**src/shared/tfio_map.vh**
```
// register offsets, field positions and reset values of the small i/o ports
// assumes word-addressed avalon-mm slave with 12-bit address
`ifndef TFIO_MAP_VH
`define TFIO_MAP_VH
`define TFIO_OFS_UART_OUT     12'h009
`define TFIO_OFS_SER_OUT      12'h00b
`define TFIO_OFS_TMR_PIN      12'h015
`define TFIO_OFS_UART_PIN     12'h016
`define TFIO_OFS_SER_PIN      12'h018
`define TFIO_OFS_TMR_DIR      12'hf22
`define TFIO_OFS_UART_DIR     12'hf23
`define TFIO_OFS_SER_DIR      12'hf25
`define TFIO_OFS_UART_PU      12'hf30
`define TFIO_OFS_UART_FSEL    12'hf3d
`define TFIO_OFS_SER_FSEL     12'hf3f
`define TFIO_OFS_UART_OTYPE   12'hf4a
`define TFIO_OFS_SER_OTYPE    12'hf4c
`define TFIO_RST_2BIT         2'h0
`define TFIO_RST_4BIT         4'h0
`define TFIO_SER_LSB          4
`define TFIO_SER_MSB          7
`define TFIO_SER_FSEL_MSB     6
`endif

```
**src/logic/tfio_pin_drv.v**
```verilog
// per-bit pad control: output select, push-pull or open-drain enable, pull-up
// assumes registered controls from the same clock
module tfio_pin_drv
#(
   parameter W = 2
)
(
   input  wire         clk,
   input  wire         rst,
   input  wire [W-1:0] dir,
   input  wire [W-1:0] otype,
   input  wire [W-1:0] fsel,
   input  wire [W-1:0] latch,
   input  wire [W-1:0] alt,
   input  wire [W-1:0] pu,
   output reg  [W-1:0] pin_o,
   output reg  [W-1:0] pin_oe,
   output reg  [W-1:0] pu_on
);
   wire [W-1:0] value = (fsel & alt) | (~fsel & latch);

   always @(posedge clk)
   begin
      if (rst)
      begin
         pin_o  <= {W{1'b0}};
         pin_oe <= {W{1'b0}};
         pu_on  <= {W{1'b0}};
      end
      else
      begin
         // open-drain releases the pin for a one
         pin_o  <= value & ~otype;
         pin_oe <= dir & (~otype | ~value);
         pu_on  <= pu & (~dir | otype);
      end
   end
endmodule

```
**src/logic/tfio_sync.v**
```verilog
// two-flop synchroniser for a bus of pin levels
// assumes inputs are asynchronous to clk
module tfio_sync
#(
   parameter W = 2
)
(
   input  wire         clk,
   input  wire         rst,
   input  wire [W-1:0] din,
   output reg  [W-1:0] dout
);
   reg [W-1:0] stage;

   always @(posedge clk)
   begin
      if (rst)
      begin
         stage <= {W{1'b0}};
         dout  <= {W{1'b0}};
      end
      else
      begin
         stage <= din;
         dout  <= stage;
      end
   end
endmodule

```
**src/logic/tfio_top.v**
```verilog
// avalon-mm register block and pin logic of the timer, uart and serial ports
// assumes pins and alternate-function levels are asynchronous; one 20 MHz clock
// What this block does
// timer pin read: level if input, else 0
// uart port has two independent direction bits
// uart output type: 0 push-pull, 1 open-drain
// pull-up only when enabled and input or open-drain
// pull-up control 0 disconnects; resets to 0
// uart pin read masks push-pull outputs to 0
// uart latch drives pin level; upper bits zero
// uart direction 0 input with receive, 1 output
// uart function select picks latch or transmit
// software also programs serial pin selection
// serial port bits 7..4 with independent direction
// software also configures serial pin selection
// serial latch bits 7..4, low bits zero
// serial direction resets 0; 1 means output
// serial output type resets 0; 1 open-drain
// serial pin read masks push-pull outputs to 0
// open-drain one releases the pin
//
// Added by the designer: the Avalon-MM slave port.
`include "tfio_map.vh"
module tfio_top
(
   input  wire        CLK_SYS,
   input  wire        SYS_RST,
   input  wire [11:0] AVS_ADDRESS,
   input  wire        AVS_READ,
   input  wire        AVS_WRITE,
   input  wire [31:0] AVS_WRITEDATA,
   output reg  [31:0] AVS_READDATA,
   output reg         AVS_WAITREQUEST,
   input  wire [1:0]  TIMER_PIN_I,
   input  wire [1:0]  UART_PIN_I,
   output wire [1:0]  UART_PIN_O,
   output wire [1:0]  UART_PIN_OE,
   output wire [1:0]  UART_PULLUP_ON,
   input  wire [3:0]  SERIAL_PIN_I,
   output wire [3:0]  SERIAL_PIN_O,
   output wire [3:0]  SERIAL_PIN_OE,
   input  wire [1:0]  SECOND_UART_TRANSMIT,
   output reg  [1:0]  SECOND_UART_RECEIVE,
   input  wire        SYNC_SERIAL_CLOCK,
   input  wire        SYNC_SERIAL_OUT,
   input  wire        FIRST_UART_TRANSMIT,
   output reg  [3:0]  SERIAL_PIN_LEVEL
);
   reg  [1:0] timer_port_direction;
   reg  [1:0] uart_port_output_latch;
   reg  [1:0] uart_port_direction;
   reg  [1:0] uart_port_function_select;
   reg  [1:0] uart_port_output_type;
   reg  [1:0] uart_port_pullup_enable;
   reg  [3:0] serial_port_output_latch;
   reg  [3:0] serial_port_direction;
   reg  [3:0] serial_port_output_type;
   reg  [2:0] serial_port_function_select;
   wire [1:0] timer_sync;
   wire [1:0] uart_sync;
   wire [3:0] serial_sync;
   wire [2:0] alt_sync;
   wire [1:0] uart_tx_sync;
   wire [3:0] serial_alt;
   reg  [31:0] next_readdata;
   wire       access;

   // masked pin read: level when input or open-drain, else 0
   function [3:0] pin_read;
      input [3:0] level;
      input [3:0] dir;
      input [3:0] otype;
      begin
         pin_read = level & (~dir | otype);
      end
   endfunction

   tfio_sync #(.W(2)) u_sync_timer
   (
      .clk  (CLK_SYS),
      .rst  (SYS_RST),
      .din  (TIMER_PIN_I),
      .dout (timer_sync)
   );

   tfio_sync #(.W(2)) u_sync_uart
   (
      .clk  (CLK_SYS),
      .rst  (SYS_RST),
      .din  (UART_PIN_I),
      .dout (uart_sync)
   );

   tfio_sync #(.W(4)) u_sync_serial
   (
      .clk  (CLK_SYS),
      .rst  (SYS_RST),
      .din  (SERIAL_PIN_I),
      .dout (serial_sync)
   );

   tfio_sync #(.W(5)) u_sync_alt
   (
      .clk  (CLK_SYS),
      .rst  (SYS_RST),
      .din  ({SECOND_UART_TRANSMIT, SYNC_SERIAL_CLOCK, FIRST_UART_TRANSMIT,
              SYNC_SERIAL_OUT}),
      .dout ({uart_tx_sync, alt_sync})
   );

   // bit 6 serial clock, bit 5 uart transmit, bit 4 transmit or serial out
   assign serial_alt = {1'b0, alt_sync[2], alt_sync[1], alt_sync[1] | alt_sync[0]};

   tfio_pin_drv #(.W(2)) u_drv_uart
   (
      .clk    (CLK_SYS),
      .rst    (SYS_RST),
      .dir    (uart_port_direction),
      .otype  (uart_port_output_type),
      .fsel   (uart_port_function_select),
      .latch  (uart_port_output_latch),
      .alt    (uart_tx_sync),
      .pu     (uart_port_pullup_enable),
      .pin_o  (UART_PIN_O),
      .pin_oe (UART_PIN_OE),
      .pu_on  (UART_PULLUP_ON)
   );

   tfio_pin_drv #(.W(4)) u_drv_serial
   (
      .clk    (CLK_SYS),
      .rst    (SYS_RST),
      .dir    (serial_port_direction),
      .otype  (serial_port_output_type),
      .fsel   ({1'b0, serial_port_function_select}),
      .latch  (serial_port_output_latch),
      .alt    (serial_alt),
      .pu     (4'h0),
      .pin_o  (SERIAL_PIN_O),
      .pin_oe (SERIAL_PIN_OE),
      .pu_on  ()
   );

   assign access = (AVS_READ | AVS_WRITE) & AVS_WAITREQUEST;

   // register writes, one cycle after request with waitrequest released
   always @(posedge CLK_SYS)
   begin
      if (SYS_RST)
      begin
         timer_port_direction        <= `TFIO_RST_2BIT;
         uart_port_output_latch      <= `TFIO_RST_2BIT;
         uart_port_direction         <= `TFIO_RST_2BIT;
         uart_port_function_select   <= `TFIO_RST_2BIT;
         uart_port_output_type       <= `TFIO_RST_2BIT;
         uart_port_pullup_enable     <= `TFIO_RST_2BIT;
         serial_port_output_latch    <= `TFIO_RST_4BIT;
         serial_port_direction       <= `TFIO_RST_4BIT;
         serial_port_output_type     <= `TFIO_RST_4BIT;
         serial_port_function_select <= 3'h0;
      end
      else if (AVS_WRITE && !AVS_WAITREQUEST)
      begin
         if (AVS_ADDRESS == `TFIO_OFS_UART_OUT)
            uart_port_output_latch <= AVS_WRITEDATA[1:0];
         else if (AVS_ADDRESS == `TFIO_OFS_SER_OUT)
            serial_port_output_latch <= AVS_WRITEDATA[`TFIO_SER_MSB:`TFIO_SER_LSB];
         else if (AVS_ADDRESS == `TFIO_OFS_TMR_DIR)
            timer_port_direction <= AVS_WRITEDATA[1:0];
         else if (AVS_ADDRESS == `TFIO_OFS_UART_DIR)
            uart_port_direction <= AVS_WRITEDATA[1:0];
         else if (AVS_ADDRESS == `TFIO_OFS_SER_DIR)
            serial_port_direction <= AVS_WRITEDATA[`TFIO_SER_MSB:`TFIO_SER_LSB];
         else if (AVS_ADDRESS == `TFIO_OFS_UART_PU)
            uart_port_pullup_enable <= AVS_WRITEDATA[1:0];
         else if (AVS_ADDRESS == `TFIO_OFS_UART_FSEL)
            uart_port_function_select <= AVS_WRITEDATA[1:0];
         else if (AVS_ADDRESS == `TFIO_OFS_SER_FSEL)
            serial_port_function_select <= AVS_WRITEDATA[`TFIO_SER_FSEL_MSB:`TFIO_SER_LSB];
         else if (AVS_ADDRESS == `TFIO_OFS_UART_OTYPE)
            uart_port_output_type <= AVS_WRITEDATA[1:0];
         else if (AVS_ADDRESS == `TFIO_OFS_SER_OTYPE)
            serial_port_output_type <= AVS_WRITEDATA[`TFIO_SER_MSB:`TFIO_SER_LSB];
      end
   end

   // read mux; unmapped addresses read zero
   always @*
   begin
      next_readdata = 32'h0000_0000;
      if (AVS_ADDRESS == `TFIO_OFS_UART_OUT)
         next_readdata[1:0] = uart_port_output_latch;
      else if (AVS_ADDRESS == `TFIO_OFS_SER_OUT)
         next_readdata[7:4] = serial_port_output_latch;
      else if (AVS_ADDRESS == `TFIO_OFS_TMR_PIN)
         next_readdata[1:0] = timer_sync & ~timer_port_direction;
      else if (AVS_ADDRESS == `TFIO_OFS_UART_PIN)
         next_readdata[3:0] = pin_read({2'h0, uart_sync}, {2'h0, uart_port_direction},
                                       {2'h0, uart_port_output_type});
      else if (AVS_ADDRESS == `TFIO_OFS_SER_PIN)
         next_readdata[7:4] = pin_read(serial_sync, serial_port_direction,
                                       serial_port_output_type);
      else if (AVS_ADDRESS == `TFIO_OFS_TMR_DIR)
         next_readdata[1:0] = timer_port_direction;
      else if (AVS_ADDRESS == `TFIO_OFS_UART_DIR)
         next_readdata[1:0] = uart_port_direction;
      else if (AVS_ADDRESS == `TFIO_OFS_SER_DIR)
         next_readdata[7:4] = serial_port_direction;
      else if (AVS_ADDRESS == `TFIO_OFS_UART_PU)
         next_readdata[1:0] = uart_port_pullup_enable;
      else if (AVS_ADDRESS == `TFIO_OFS_UART_FSEL)
         next_readdata[1:0] = uart_port_function_select;
      else if (AVS_ADDRESS == `TFIO_OFS_SER_FSEL)
         next_readdata[6:4] = serial_port_function_select;
      else if (AVS_ADDRESS == `TFIO_OFS_UART_OTYPE)
         next_readdata[1:0] = uart_port_output_type;
      else if (AVS_ADDRESS == `TFIO_OFS_SER_OTYPE)
         next_readdata[7:4] = serial_port_output_type;
   end

   // waitrequest drops for one cycle per request; read data valid then
   always @(posedge CLK_SYS)
   begin
      if (SYS_RST)
      begin
         AVS_WAITREQUEST     <= 1'b1;
         AVS_READDATA        <= 32'h0000_0000;
         SECOND_UART_RECEIVE <= 2'h0;
         SERIAL_PIN_LEVEL    <= 4'h0;
      end
      else
      begin
         AVS_WAITREQUEST <= ~access;
         if (access && AVS_READ)
            AVS_READDATA <= next_readdata;
         // receive inputs follow the pin whenever the bit is an input
         SECOND_UART_RECEIVE <= uart_sync & ~uart_port_direction;
         SERIAL_PIN_LEVEL    <= serial_sync & ~serial_port_direction;
      end
   end
endmodule

```
**config.mk**
```make
export PLATFORM = sky130hd
export DESIGN_NAME = tfio_top
export DESIGN_NICKNAME = d
export VERILOG_FILES = /design/src/logic/tfio_pin_drv.v /design/src/logic/tfio_sync.v /design/src/logic/tfio_top.v
export VERILOG_INCLUDE_DIRS = /design/src /design/src/shared
export SDC_FILE = /design/constraint.sdc
export NUM_CORES = 1
export LEC_CHECK = 0
export BUFFER_PORTS_ARGS = -buffer_cell sky130_fd_sc_hd__buf_4
export CAP_MARGIN = 20
export CORE_MARGIN = 2
export CORE_UTILIZATION = 50
export CTS_BUF_LIST = sky130_fd_sc_hd__clkbuf_16
export CTS_CLUSTER_SIZE = 28
export DETAILED_ROUTE_END_ITERATION = 10
export PLACE_DENSITY_LB_ADDON = 0.3
export SYNTH_ARGS = -nofsm -noshare
export SYNTH_HDL_FRONTEND = slang
export SYNTH_SLANG_ARGS = --single-unit
```
**constraint.sdc**
```tcl
create_clock -name CLK_SYS -period 2.06 [get_ports CLK_SYS]
set_clock_uncertainty 0.1 [all_clocks]
set_input_delay 0.206 -clock CLK_SYS [delete_from_list [all_inputs] [get_ports CLK_SYS]]
set_output_delay 0.206 -clock CLK_SYS [all_outputs]
set_load 0.01 [all_outputs]
```
==> results.py, run 1 <==
metrics = {
    "timing": {
        "fmax_mhz": 544.7,
        "setup_tns_ns": 0,
        "finalSetupViolCount": 0,
        "rsz0062_at_grt": "false",
        "timing.final.crit_share": 0.8912,
        "slew_headroom": 0.6411,
        "hold_violations": 0,
        "worst_slew_pin_slew_ns": 0.5373,
        "drv_slew": 0,
        "fin_crit_ns": 1.836,
    },
    "clocking": {
        "clkLatencyLatePin_ns": 0.33,
        "cts_buffers": 9,
        "clkSlewWorstSetupHoldPaths_ns": 0.06,
        "cts_tree": "done",
        "cts_resized": 0,
        "ctsHoldBuffers": 15,
        "cts_buffer_depth": 2,
        "htree_levels": 3,
        "ctsRootBufferMaster": "clkbuf_16",
        "clock-sinks": 80,
        "cts_setup_buffers": 0,
    },
    "global_route": {
        "antenna_found_initial": 0,
        "grt_pass1_vias": 2726,
        "grt_max_degree": 40,
        "grt_remaining_overflow": 0,
        "grt_pass1_wl_um": 13370,
        "track_usage": 0.2290,
    },
    "finish": {
        "layout-drive-gt1-share": 0.2384,
        "multi_input_area_sq_um": 1710,
        "seq_area_sq_um": 1602,
        "num_antenna_cells": 0,
        "fin_area_sq_um": 4559,
        "stdcell_count": 570,
        "fillers": 569,
        "syn2layout_area_growth_pct": 30.14,
        "layout.nets": 530,
    },
    "synth": {
        "yosysWarnings": 0,
        "synth.top_cell.area_share": 0.4571,
        "synth-edff-count": 0,
        "synth_top_flop_cell": "dfxtp_1",
        "synthArstFlopShare": 0,
        "synth_area_sq_um": 3503,
        "synth.avg_cell_area_sq_um": 9.342,
        "synth_seq_cells": 80,
        "seq_area_frac_synth": 0.4571,
        "yosys.area.top_type": "dfxtp_1",
        "synth.most_common_cell": "dfxtp_1",
        "synthTopCellsByCount": "dfxtp_1 (80), nor2b_1 (30), nand2_1 (28), buf_4 (27), nor2_1 (25)",
        "yosys-top-cells-area": "dfxtp_1 (46%), buf_4 (5.8%), nor2b_1 (5.4%), mux2i_1 (4.0%), a21oi_1 (3.1%)",
        "synth_cell_type_count": 55,
        "synth_cells": 375,
    },
    "worst_setup_path": {
        "path_class": "register to register",
        "regToRegSetupSlack_ns": 0.22,
        "critPathCaptureType": "register",
        "start_kind": "register",
        "path_max_fanout": 9,
        "r2r-start": "AVS_WAITREQUEST$_SDFF_PP1_",
        "cp_slowest_cell": "a41oi_1",
        "critPathArrivalTime_ns": 1.93,
        "rr_worst_depth": 6,
        "cp.required_ns": 2.15,
        "r2r-end": "serial_port_direction[3]$_SDFFE_PP0P_",
        "cpMostUsedCell": "nand2_1",
        "path_cells": "nand2b_1, a41oi_1, buf_4, nand2_1, nand2_1, a21oi_1",
        "slowest_delay_ns": 0.42,
    },
    "placed_design": {
        "dpl.cell_count": 539,
        "dp_hpwl_um": 5901,
        "portBuffers": 61,
        "placedInstanceArea_sq_um": 4096,
        "gp_congestion": 0.9315,
    },
    "floorplan": {
        "design.core.area_sq_um": 6794,
        "die_y_um": 87.71,
        "dieWidth_um": 87.71,
        "fp.dieArea_sq_um": 7692,
        "row_count": 30,
        "floorplan.initialDensity": 0.5157,
        "ios": 114,
    },
    "min_path": {
        "hp-class": "input pin to register",
        "min-delay-start": "AVS_WRITEDATA[7]",
        "min_delay_path_depth": 3,
        "hold_path_end": "serial_port_output_latch[3]$_SDFFE_PP0P_",
    },
    "power": {
        "p_per_area_nw_per_um2": 776.3,
        "leakage_nw": 1.861,
        "finalPower_mw": 3.540,
        "ir_worst_vdd_mv": 0.5323,
    },
    "route": {
        "dr_total_vias": 3003,
        "avgRoutedWirePerCell_um": 14.78,
        "postRouteWirelength_um": 8424,
        "drc_errors": 0,
        "ant_nets": 0,
        "avgViaCountPerCell": 5.268,
        "drtIter0Drc": 187,
        "drt_pass1_iterations": 5,
    },
    "flow_run": {
        "cap_violations": 0,
    },
    "run_status": {
        "status": "finished, final reports clean",
    },
}
[where the power goes]
part           switching, mW  total, mW  internal (mW)
logic                  0.165      0.304          0.139
registers             0.0161       1.60           1.58
clock network          0.585       1.64           1.05
total                  0.766       3.54           2.77
[metrics by stage]
step | setup slack (ns) | hold WS (ns) | utilization
after floorplan | 0.1790 | 0.2219 | -
after global placement | 0.02745 | 0.3189 | 0.6029
after detailed placement | -0.03451 | 0.3201 | 0.6029
after CTS | 0.2537 | 0.03591 | 0.6711
after global routing | 0.1551 | 0.05122 | 0.6711
final | 0.2242 | 0.04390 | 0.6711
[worst max-delay path, delay by kind of cell, from the launching register on]
family	cells	cell delay, ns
buffers and inverters	1	0.26
AO/OA/AOI/OAI	2	0.49
AND/OR/NAND/NOR	3	0.49
flip-flops	1	0.35
[layout make-up]
class | count | share of cell area
Multi-Input combinational cell | 272 | 0.3751
Sequential cell | 80 | 0.3513
Timing Repair Buffer | 101 | 0.1745
Clock buffer | 9 | 0.04940
Tap cell | 96 | 0.02634
Clock inverter | 7 | 0.01921
Inverter | 5 | 0.004116
[flip-flops by register name (all words and copies together) (netlist names), 3 cells and up]
signal,count
serial_port_direction,4
u_sync_alt.stage,5
serial_port_output_type,4
u_drv_serial.pin_oe,4
serial_port_output_latch,4
u_sync_serial.dout,4
u_drv_serial.pin_o,4
u_sync_serial.stage,4
AVS_READDATA,6
serial_port_function_select,3
SERIAL_PIN_LEVEL,4
u_sync_alt.dout,5
[layout by cell type (no fill, tap or decap), types with 3 or more instances in the layout]
master and n:
buf_4 86, dfxtp_1 80, nor2b_1 30, nand2_1 28, conb_1 26, nor2_1 25
a21oi_1 22, nand3_1 16, dlygate4sd3_1 15, mux2i_1 14, nor3b_1 11, and3_1 10
clkbuf_16 9, nand2b_1 6, inv_1 6, o21ai_0 6, a31oi_1 5, nand4_1 4
nor4_1 4, nor3_1 4, mux2_2 4, and2_1 4, a221oi_1 4, or3b_1 3
nor4_2 3, nand3b_1 3, or3_1 3
[worst max path at each step]
stage                                    start                                 endpoint  slack, ns
floorplan                       AVS_ADDRESS[2]  uart_port_pullup_enable[1]$_SDFFE_PP0P_       0.18
global placement                AVS_ADDRESS[2]  uart_port_pullup_enable[1]$_SDFFE_PP0P_       0.03
detailed placement              AVS_ADDRESS[3]             AVS_READDATA[0]$_SDFFE_PP0P_      -0.03
CTS                 AVS_WAITREQUEST$_SDFF_PP1_    serial_port_direction[3]$_SDFFE_PP0P_       0.25
global route        AVS_WAITREQUEST$_SDFF_PP1_    serial_port_direction[3]$_SDFFE_PP0P_       0.16
finish              AVS_WAITREQUEST$_SDFF_PP1_    serial_port_direction[3]$_SDFFE_PP0P_       0.22
[cells by family after synthesis]
kind of cell           count (synthesis)  synth area share
flip-flops                            80            0.4571
multiplexers                          18           0.05285
AND/OR/NAND/NOR                      166            0.2821
buffers and inverters                 48           0.08142
AO/OA/AOI/OAI                         61            0.1229
XOR/XNOR                               1          0.002500
other                                  1          0.001070
[layer usage]
metal  global-route usage  vias up  routed length, um
met5                    0        -                  0
met4               0.1049        0                112
met3              0.03959        8                503
met2               0.3540      124               3887
met1               0.3135     1394               3920
li1                     -     1477                  -
(Power assumes the default switching activity.)
==> inputs of run 2 (changes only) <==
- CTS_BUF_LIST: sky130_fd_sc_hd__clkbuf_16 -> default
==> run 2 against run 1 <==
Worst setup slack better by 0.027 ns. Worst hold slack worse by 0.012 ns. Non-clock buffer count stayed put. Combinational power hardly changed. Utilization is 1.3 points lower. Register-to-register slack better by 0.03 ns. Flip-flop and latch count stayed put. Cell count stayed put. Critical endpoint is now serial_port_direction[2]$_SDFFE_PP0P_. Highest routed layer unchanged.
==> results.py, run 2 (synthesized netlist as in run 1, its figures left out) <==
metrics = {
    "worst_setup_path": {
        "slowest_delay_ns": 0.40,
        "path_max_fanout": 9,
        "path_cells": "nand2b_1, a41oi_1, buf_4, nand2_1, nand2_1, a21oi_1",
        "critPathArrivalTime_ns": 1.93,
        "cp_slowest_cell": "a41oi_1",
        "cpMostUsedCell": "nand2_1",
        "startpoint": "AVS_WAITREQUEST$_SDFF_PP1_",
        "r2r-start": "AVS_WAITREQUEST$_SDFF_PP1_",
        "path_class": "register to register",
        "critPathCaptureType": "register",
        "start_kind": "register",
        "cp.required_ns": 2.18,
    },
    "power": {
        "p_per_area_nw_per_um2": 707.1,
        "leakage_nw": 1.812,
        "ir_worst_vdd_mv": 0.4808,
    },
    "timing": {
        "fin_crit_ns": 1.809,
        "setup_tns_ns": 0,
        "hold_ws_ns": 0.03231,
        "worst_slew_pin_slew_ns": 0.5242,
        "slew_headroom": 0.6498,
        "rsz0062_at_grt": "false",
        "hold_violations": 0,
        "fin_ws_ns": 0.2508,
        "timing.final.crit_share": 0.8783,
        "drv_slew": 0,
        "finalSetupViolCount": 0,
        "fmax_mhz": 552.7,
    },
    "placed_design": {
        "portBuffers": 61,
        "gp_congestion": 0.9315,
        "dp_hpwl_um": 5901,
        "pre_cts_slack_ns": -0.03451,
    },
    "global_route": {
        "grt_pass1_wl_um": 13120,
        "grt_max_degree": 40,
        "antenna_found_initial": 0,
        "track_usage": 0.2247,
        "grt_pass1_vias": 2658,
        "grt_remaining_overflow": 0,
    },
    "finish": {
        "syn2layout_area_growth_pct": 27.54,
        "num_antenna_cells": 0,
        "layout_commonest_cell": "buf_4",
        "final_cell_mix": "buf_4 (86), dfxtp_1 (80), nor2b_1 (30)",
        "reg.largest.list": "AVS_READDATA: 6 flops, u_sync_alt.dout: 5 flops, u_sync_alt.stage: 5 flops",
        "largest_reg_flops": 6,
        "max_flop_register": "AVS_READDATA",
        "layout-drive-gt1-share": 0.2405,
        "layout.nets": 530,
        "fillers": 579,
    },
    "clocking": {
        "cts_tree": "done",
        "cts_buffers": 9,
        "cts_resized": 0,
        "clkLatencyLatePin_ns": 0.35,
        "ctsRootBufferMaster": "clkbuf_8",
        "clock-sinks": 80,
        "htree_levels": 3,
        "cts_buffer_depth": 2,
        "clkSlewWorstSetupHoldPaths_ns": 0.08,
    },
    "route": {
        "avgViaCountPerCell": 5.235,
        "avgRoutedWirePerCell_um": 14.55,
        "ant_nets": 0,
        "drtIter0Drc": 157,
        "dr_total_vias": 2984,
        "drt_pass1_iterations": 4,
        "drc_errors": 0,
        "postRouteWirelength_um": 8292,
    },
    "floorplan": {
        "floorplan.initialDensity": 0.5157,
        "ios": 114,
        "die_y_um": 87.71,
        "row_count": 30,
        "design.core.area_sq_um": 6794,
        "dieWidth_um": 87.71,
        "fp.dieArea_sq_um": 7692,
    },
    "min_path": {
        "min-delay-start": "AVS_WRITEDATA[7]",
        "hp-class": "input pin to register",
    },
    "run_status": {
        "status": "finished, final reports clean",
    },
    "flow_run": {
        "cap_violations": 0,
    },
}
==> run 2: through the flow <==
stage	instances	utilization	cell area, sq um	total power [mW]
after floorplan	400	-	3597	1.809
after global placement	539	0.6029	4096	1.905
after detailed placement	539	0.6029	4096	1.909
after CTS	570	0.6576	4468	3.189
after global routing	570	0.6576	4468	3.289
final	570	0.6576	4468	3.159
==> run 2: layout make-up <==
cell class	count	area (sq um)	area share
sequential	80	1602	0.3584
clock inverter	4	76.32	0.01708
multi-input combinational	272	1710	0.3828
clock buffer	12	145.1	0.03248
tap	96	120.1	0.02688
timing repair buffer	101	795.8	0.1781
inverter	5	18.77	0.004200
==> run 2: timing repair <==
item,in CTS,in global routing
endpoints found under the hold margin,14,0
buffers inserted,0,0
hold buffers,15,0
==> run 2: critical path: cells and delay by family, from the launching register on <==
family,cells,cell delay (ns)
compound gates,2,0.46
buf+inv,1,0.26
simple gates,3,0.51
flops,1,0.36
==> run 2: routing by layer <==
metal | GRT usage | part of all wire
met1 | 0.3176 | 0.46
met2 | 0.3395 | 0.46
met5 | 0 | 0
met3 | 0.04713 | 0.065
met4 | 0.08252 | 0.014
==> run 2: report_power, final <==
part	internal, mW	switching [mW]	leakage (nW)
Combinational	0.139	0.163	1.05
Clock	0.721	0.539	0.107
Sequential	1.58	0.0156	0.652
==> run 2: worst paths after layout <==
| path | to | slack [ns] | cells past startpoint |
|---|---|---|---|
| min reg2reg | u_sync_uart.dout[1]$_SDFF_PP0_ | 0.33 | 1 |
| min | serial_port_output_latch[3]$_SDFFE_PP0P_ | 0.03 | 3 |
| max reg2reg | serial_port_direction[2]$_SDFFE_PP0P_ | 0.25 | 6 |
| max | serial_port_direction[2]$_SDFFE_PP0P_ | 0.25 | 6 |
==> inputs of run 3 (changes only) <==
- ABC_AREA: default -> 1
- BUFFER_PORTS_ARGS: -buffer_cell sky130_fd_sc_hd__buf_4 -> -buffer_cell sky130_fd_sc_hd__buf_2
- MAX_ROUTING_LAYER: default -> met4
==> run 3 against run 2 <==
Via count rose by 6.2%. Die area increased by 0.41%. Largest cell class is now sequential cells. Global-route usage decreased by 0.58 points. Cell count up 17%. Total power down 4.8%. Sequential power barely moved. Synthesized cell count is 29% higher. Combinational power shrank 24%. Worst hold slack worse by 0.013 ns.
==> results.py, run 3 <==
metrics = {
    "run_status": {
        "status": "finished, final reports clean",
    },
    "floorplan": {
        "die_y_um": 87.89,
        "design.core.area_sq_um": 6794,
        "fp.dieArea_sq_um": 7724,
        "ios": 114,
        "floorplan.initialDensity": 0.5179,
        "dieWidth_um": 87.89,
        "row_count": 30,
    },
    "global_route": {
        "grt_max_degree": 31,
        "antenna_found_initial": 0,
        "grt_pass1_wl_um": 12650,
        "grt_remaining_overflow": 0,
        "grt_pass1_vias": 2758,
        "track_usage": 0.2188,
    },
    "worst_setup_path": {
        "path_max_fanout": 8,
        "path_cells": "nor2_4, inv_2, nor4_4, nor2_1, a211oi_1",
        "critPathCaptureType": "register",
        "critPathArrivalTime_ns": 1.76,
        "slowest_delay_ns": 0.56,
        "path_class": "register to register",
        "cp_slowest_cell": "nor4_4",
        "start_kind": "register",
        "cp.required_ns": 2.22,
    },
    "clocking": {
        "ctsRootBufferMaster": "clkbuf_8",
        "htree_levels": 3,
        "cts_buffers": 9,
        "cts_resized": 0,
        "clock-sinks": 80,
        "clkSlewWorstSetupHoldPaths_ns": 0.08,
        "cts_buffer_depth": 2,
        "clkLatencyLatePin_ns": 0.35,
        "cts_tree": "done",
    },
    "placed_design": {
        "dp_hpwl_um": 5802,
        "gp_congestion": 0.9039,
        "pre_cts_slack_ns": 0.3668,
        "portBuffers": 61,
    },
    "synth": {
        "synthTopCellsByCount": "inv_1 (82), dfxtp_1 (80), nand2_1 (75), nor2_1 (70), a21oi_1 (30)",
        "yosysWarnings": 0,
        "seq_area_frac_synth": 0.4552,
        "synthArstFlopShare": 0,
        "synth.most_common_cell": "inv_1",
        "yosys-top-cells-area": "dfxtp_1 (46%), inv_1 (8.7%), nand2_1 (8.0%), nor2_1 (7.5%), buf_4 (5.5%)",
        "synth_top_flop_cell": "dfxtp_1",
        "synth.top_cell.area_share": 0.4552,
        "synth-edff-count": 0,
        "synth_cell_type_count": 31,
        "synth.avg_cell_area_sq_um": 7.284,
        "synth_area_sq_um": 3518,
        "yosys.area.top_type": "dfxtp_1",
        "synth_cells": 483,
        "synth_seq_cells": 80,
    },
    "finish": {
        "syn2layout_area_growth_pct": 19.38,
        "layout.nets": 626,
        "num_antenna_cells": 0,
        "reg.largest.list": "AVS_READDATA: 6 flops, u_sync_alt.dout: 5 flops, u_sync_alt.stage: 5 flops",
        "final_cell_mix": "inv_1 (82), dfxtp_1 (80), nand2_1 (75)",
        "layout_commonest_cell": "inv_1",
        "max_flop_register": "AVS_READDATA",
        "largest_reg_flops": 6,
        "layout-drive-gt1-share": 0.1842,
    },
    "timing": {
        "fin_crit_ns": 1.601,
        "hold_ws_ns": 0.01935,
        "slew_headroom": 0.6256,
        "fmax_mhz": 624.8,
        "rsz0062_at_grt": "false",
        "setup_tns_ns": 0,
        "fin_ws_ns": 0.4595,
        "worst_slew_pin_slew_ns": 0.5574,
        "timing.final.crit_share": 0.7770,
        "finalSetupViolCount": 0,
        "drv_slew": 0,
        "hold_violations": 0,
    },
    "power": {
        "leakage_nw": 1.991,
        "p_per_area_nw_per_um2": 715.9,
        "ir_worst_vdd_mv": 0.4463,
        "finalPower_mw": 3.007,
    },
    "route": {
        "dr_total_vias": 3169,
        "drt_pass1_iterations": 5,
        "avgRoutedWirePerCell_um": 12.06,
        "postRouteWirelength_um": 8029,
        "drc_errors": 0,
        "drtIter0Drc": 295,
        "ant_nets": 0,
        "avgViaCountPerCell": 4.758,
    },
    "min_path": {
        "hp-class": "input pin to register",
    },
    "flow_run": {
        "cap_violations": 0,
    },
}
run 3: cell types whose count changed in the layout (fill, tap and decap cells not counted), moves of 10 or more:
cell / change
and3_1: -10
buf_2: +61
buf_4: -81
inv_1: +78
mux2i_1: -13
nand2_1: +47
nand3_1: +10
nor2_1: +45
nor2b_1: -30
nor3b_1: -11
o21ai_0: +20
run 3: cell families (layout without fill, tap and decap cells):
kind of cell	Yosys count	after routing	synth area share
AO/OA/AOI/OAI	69	69	0.1070
buffers and inverters	121	183	0.1572
other	1	26	0.001066
flip-flops	80	80	0.4552
AND/OR/NAND/NOR	211	211	0.2767
multiplexers	1	1	0.002845
run 3: worst max-delay path, delay by kind of cell (launching register included):
| kind | cells | cell delay [ns] |
|---|---|---|
| flops | 1 | 0.36 |
| buf+inv | 1 | 0.08 |
| compound gates | 1 | 0.20 |
| simple gates | 3 | 0.78 |
run 3: power by group:
group	internal [mW]	switching [mW]
combinational	0.0829	0.146
clock	0.597	0.594
sequential	1.58	0.0116
run 3: path summary, 6_finish.rpt:
kind,from,to,slack [ns],cells after the start
max,AVS_WAITREQUEST$_SDFF_PP1_,serial_port_direction[0]$_SDFFE_PP0P_,0.46,5
min,AVS_WRITEDATA[7],serial_port_direction[3]$_SDFFE_PP0P_,0.02,3
max reg2reg,AVS_WAITREQUEST$_SDFF_PP1_,serial_port_direction[0]$_SDFFE_PP0P_,0.46,5
min reg2reg,u_sync_alt.stage[1]$_SDFF_PP0_,u_sync_alt.dout[1]$_SDFF_PP0_,0.30,2
run 3: stage by stage:
step | std cells | util | area (sq um)
finish | 666 | 0.6182 | 4200
global route | 666 | 0.6182 | 4200
CTS | 666 | 0.6182 | 4200
detailed placement | 635 | 0.5659 | 3845
global placement | 635 | 0.5659 | 3845
floorplan | 508 | - | 3612
run 3: what timing repair did:
| action | CTS | global route |
|---|---|---|
| setup buffers | 0 | 0 |
| endpoints found under the hold margin | 14 | 0 |
| hold buffers | 15 | 0 |
run 3: layer usage:
layer,track usage,vias up,share of wire
met1,0.2939,1408,0.48
met3,0.03864,14,0.061
met4,0.09231,0,0.018
li1,-,1624,-
met5,-,-,0
met2,0.3251,123,0.44
run 3: layout make-up:
class	instances	area, sq um
clock buffers	10	137.6
clock inverters	6	67.56
fillers	606	2594
inverters	86	322.8
multi-input cells	307	1458
flip-flops and latches	80	1602
well taps	96	120.1
repair buffers	81	493.0
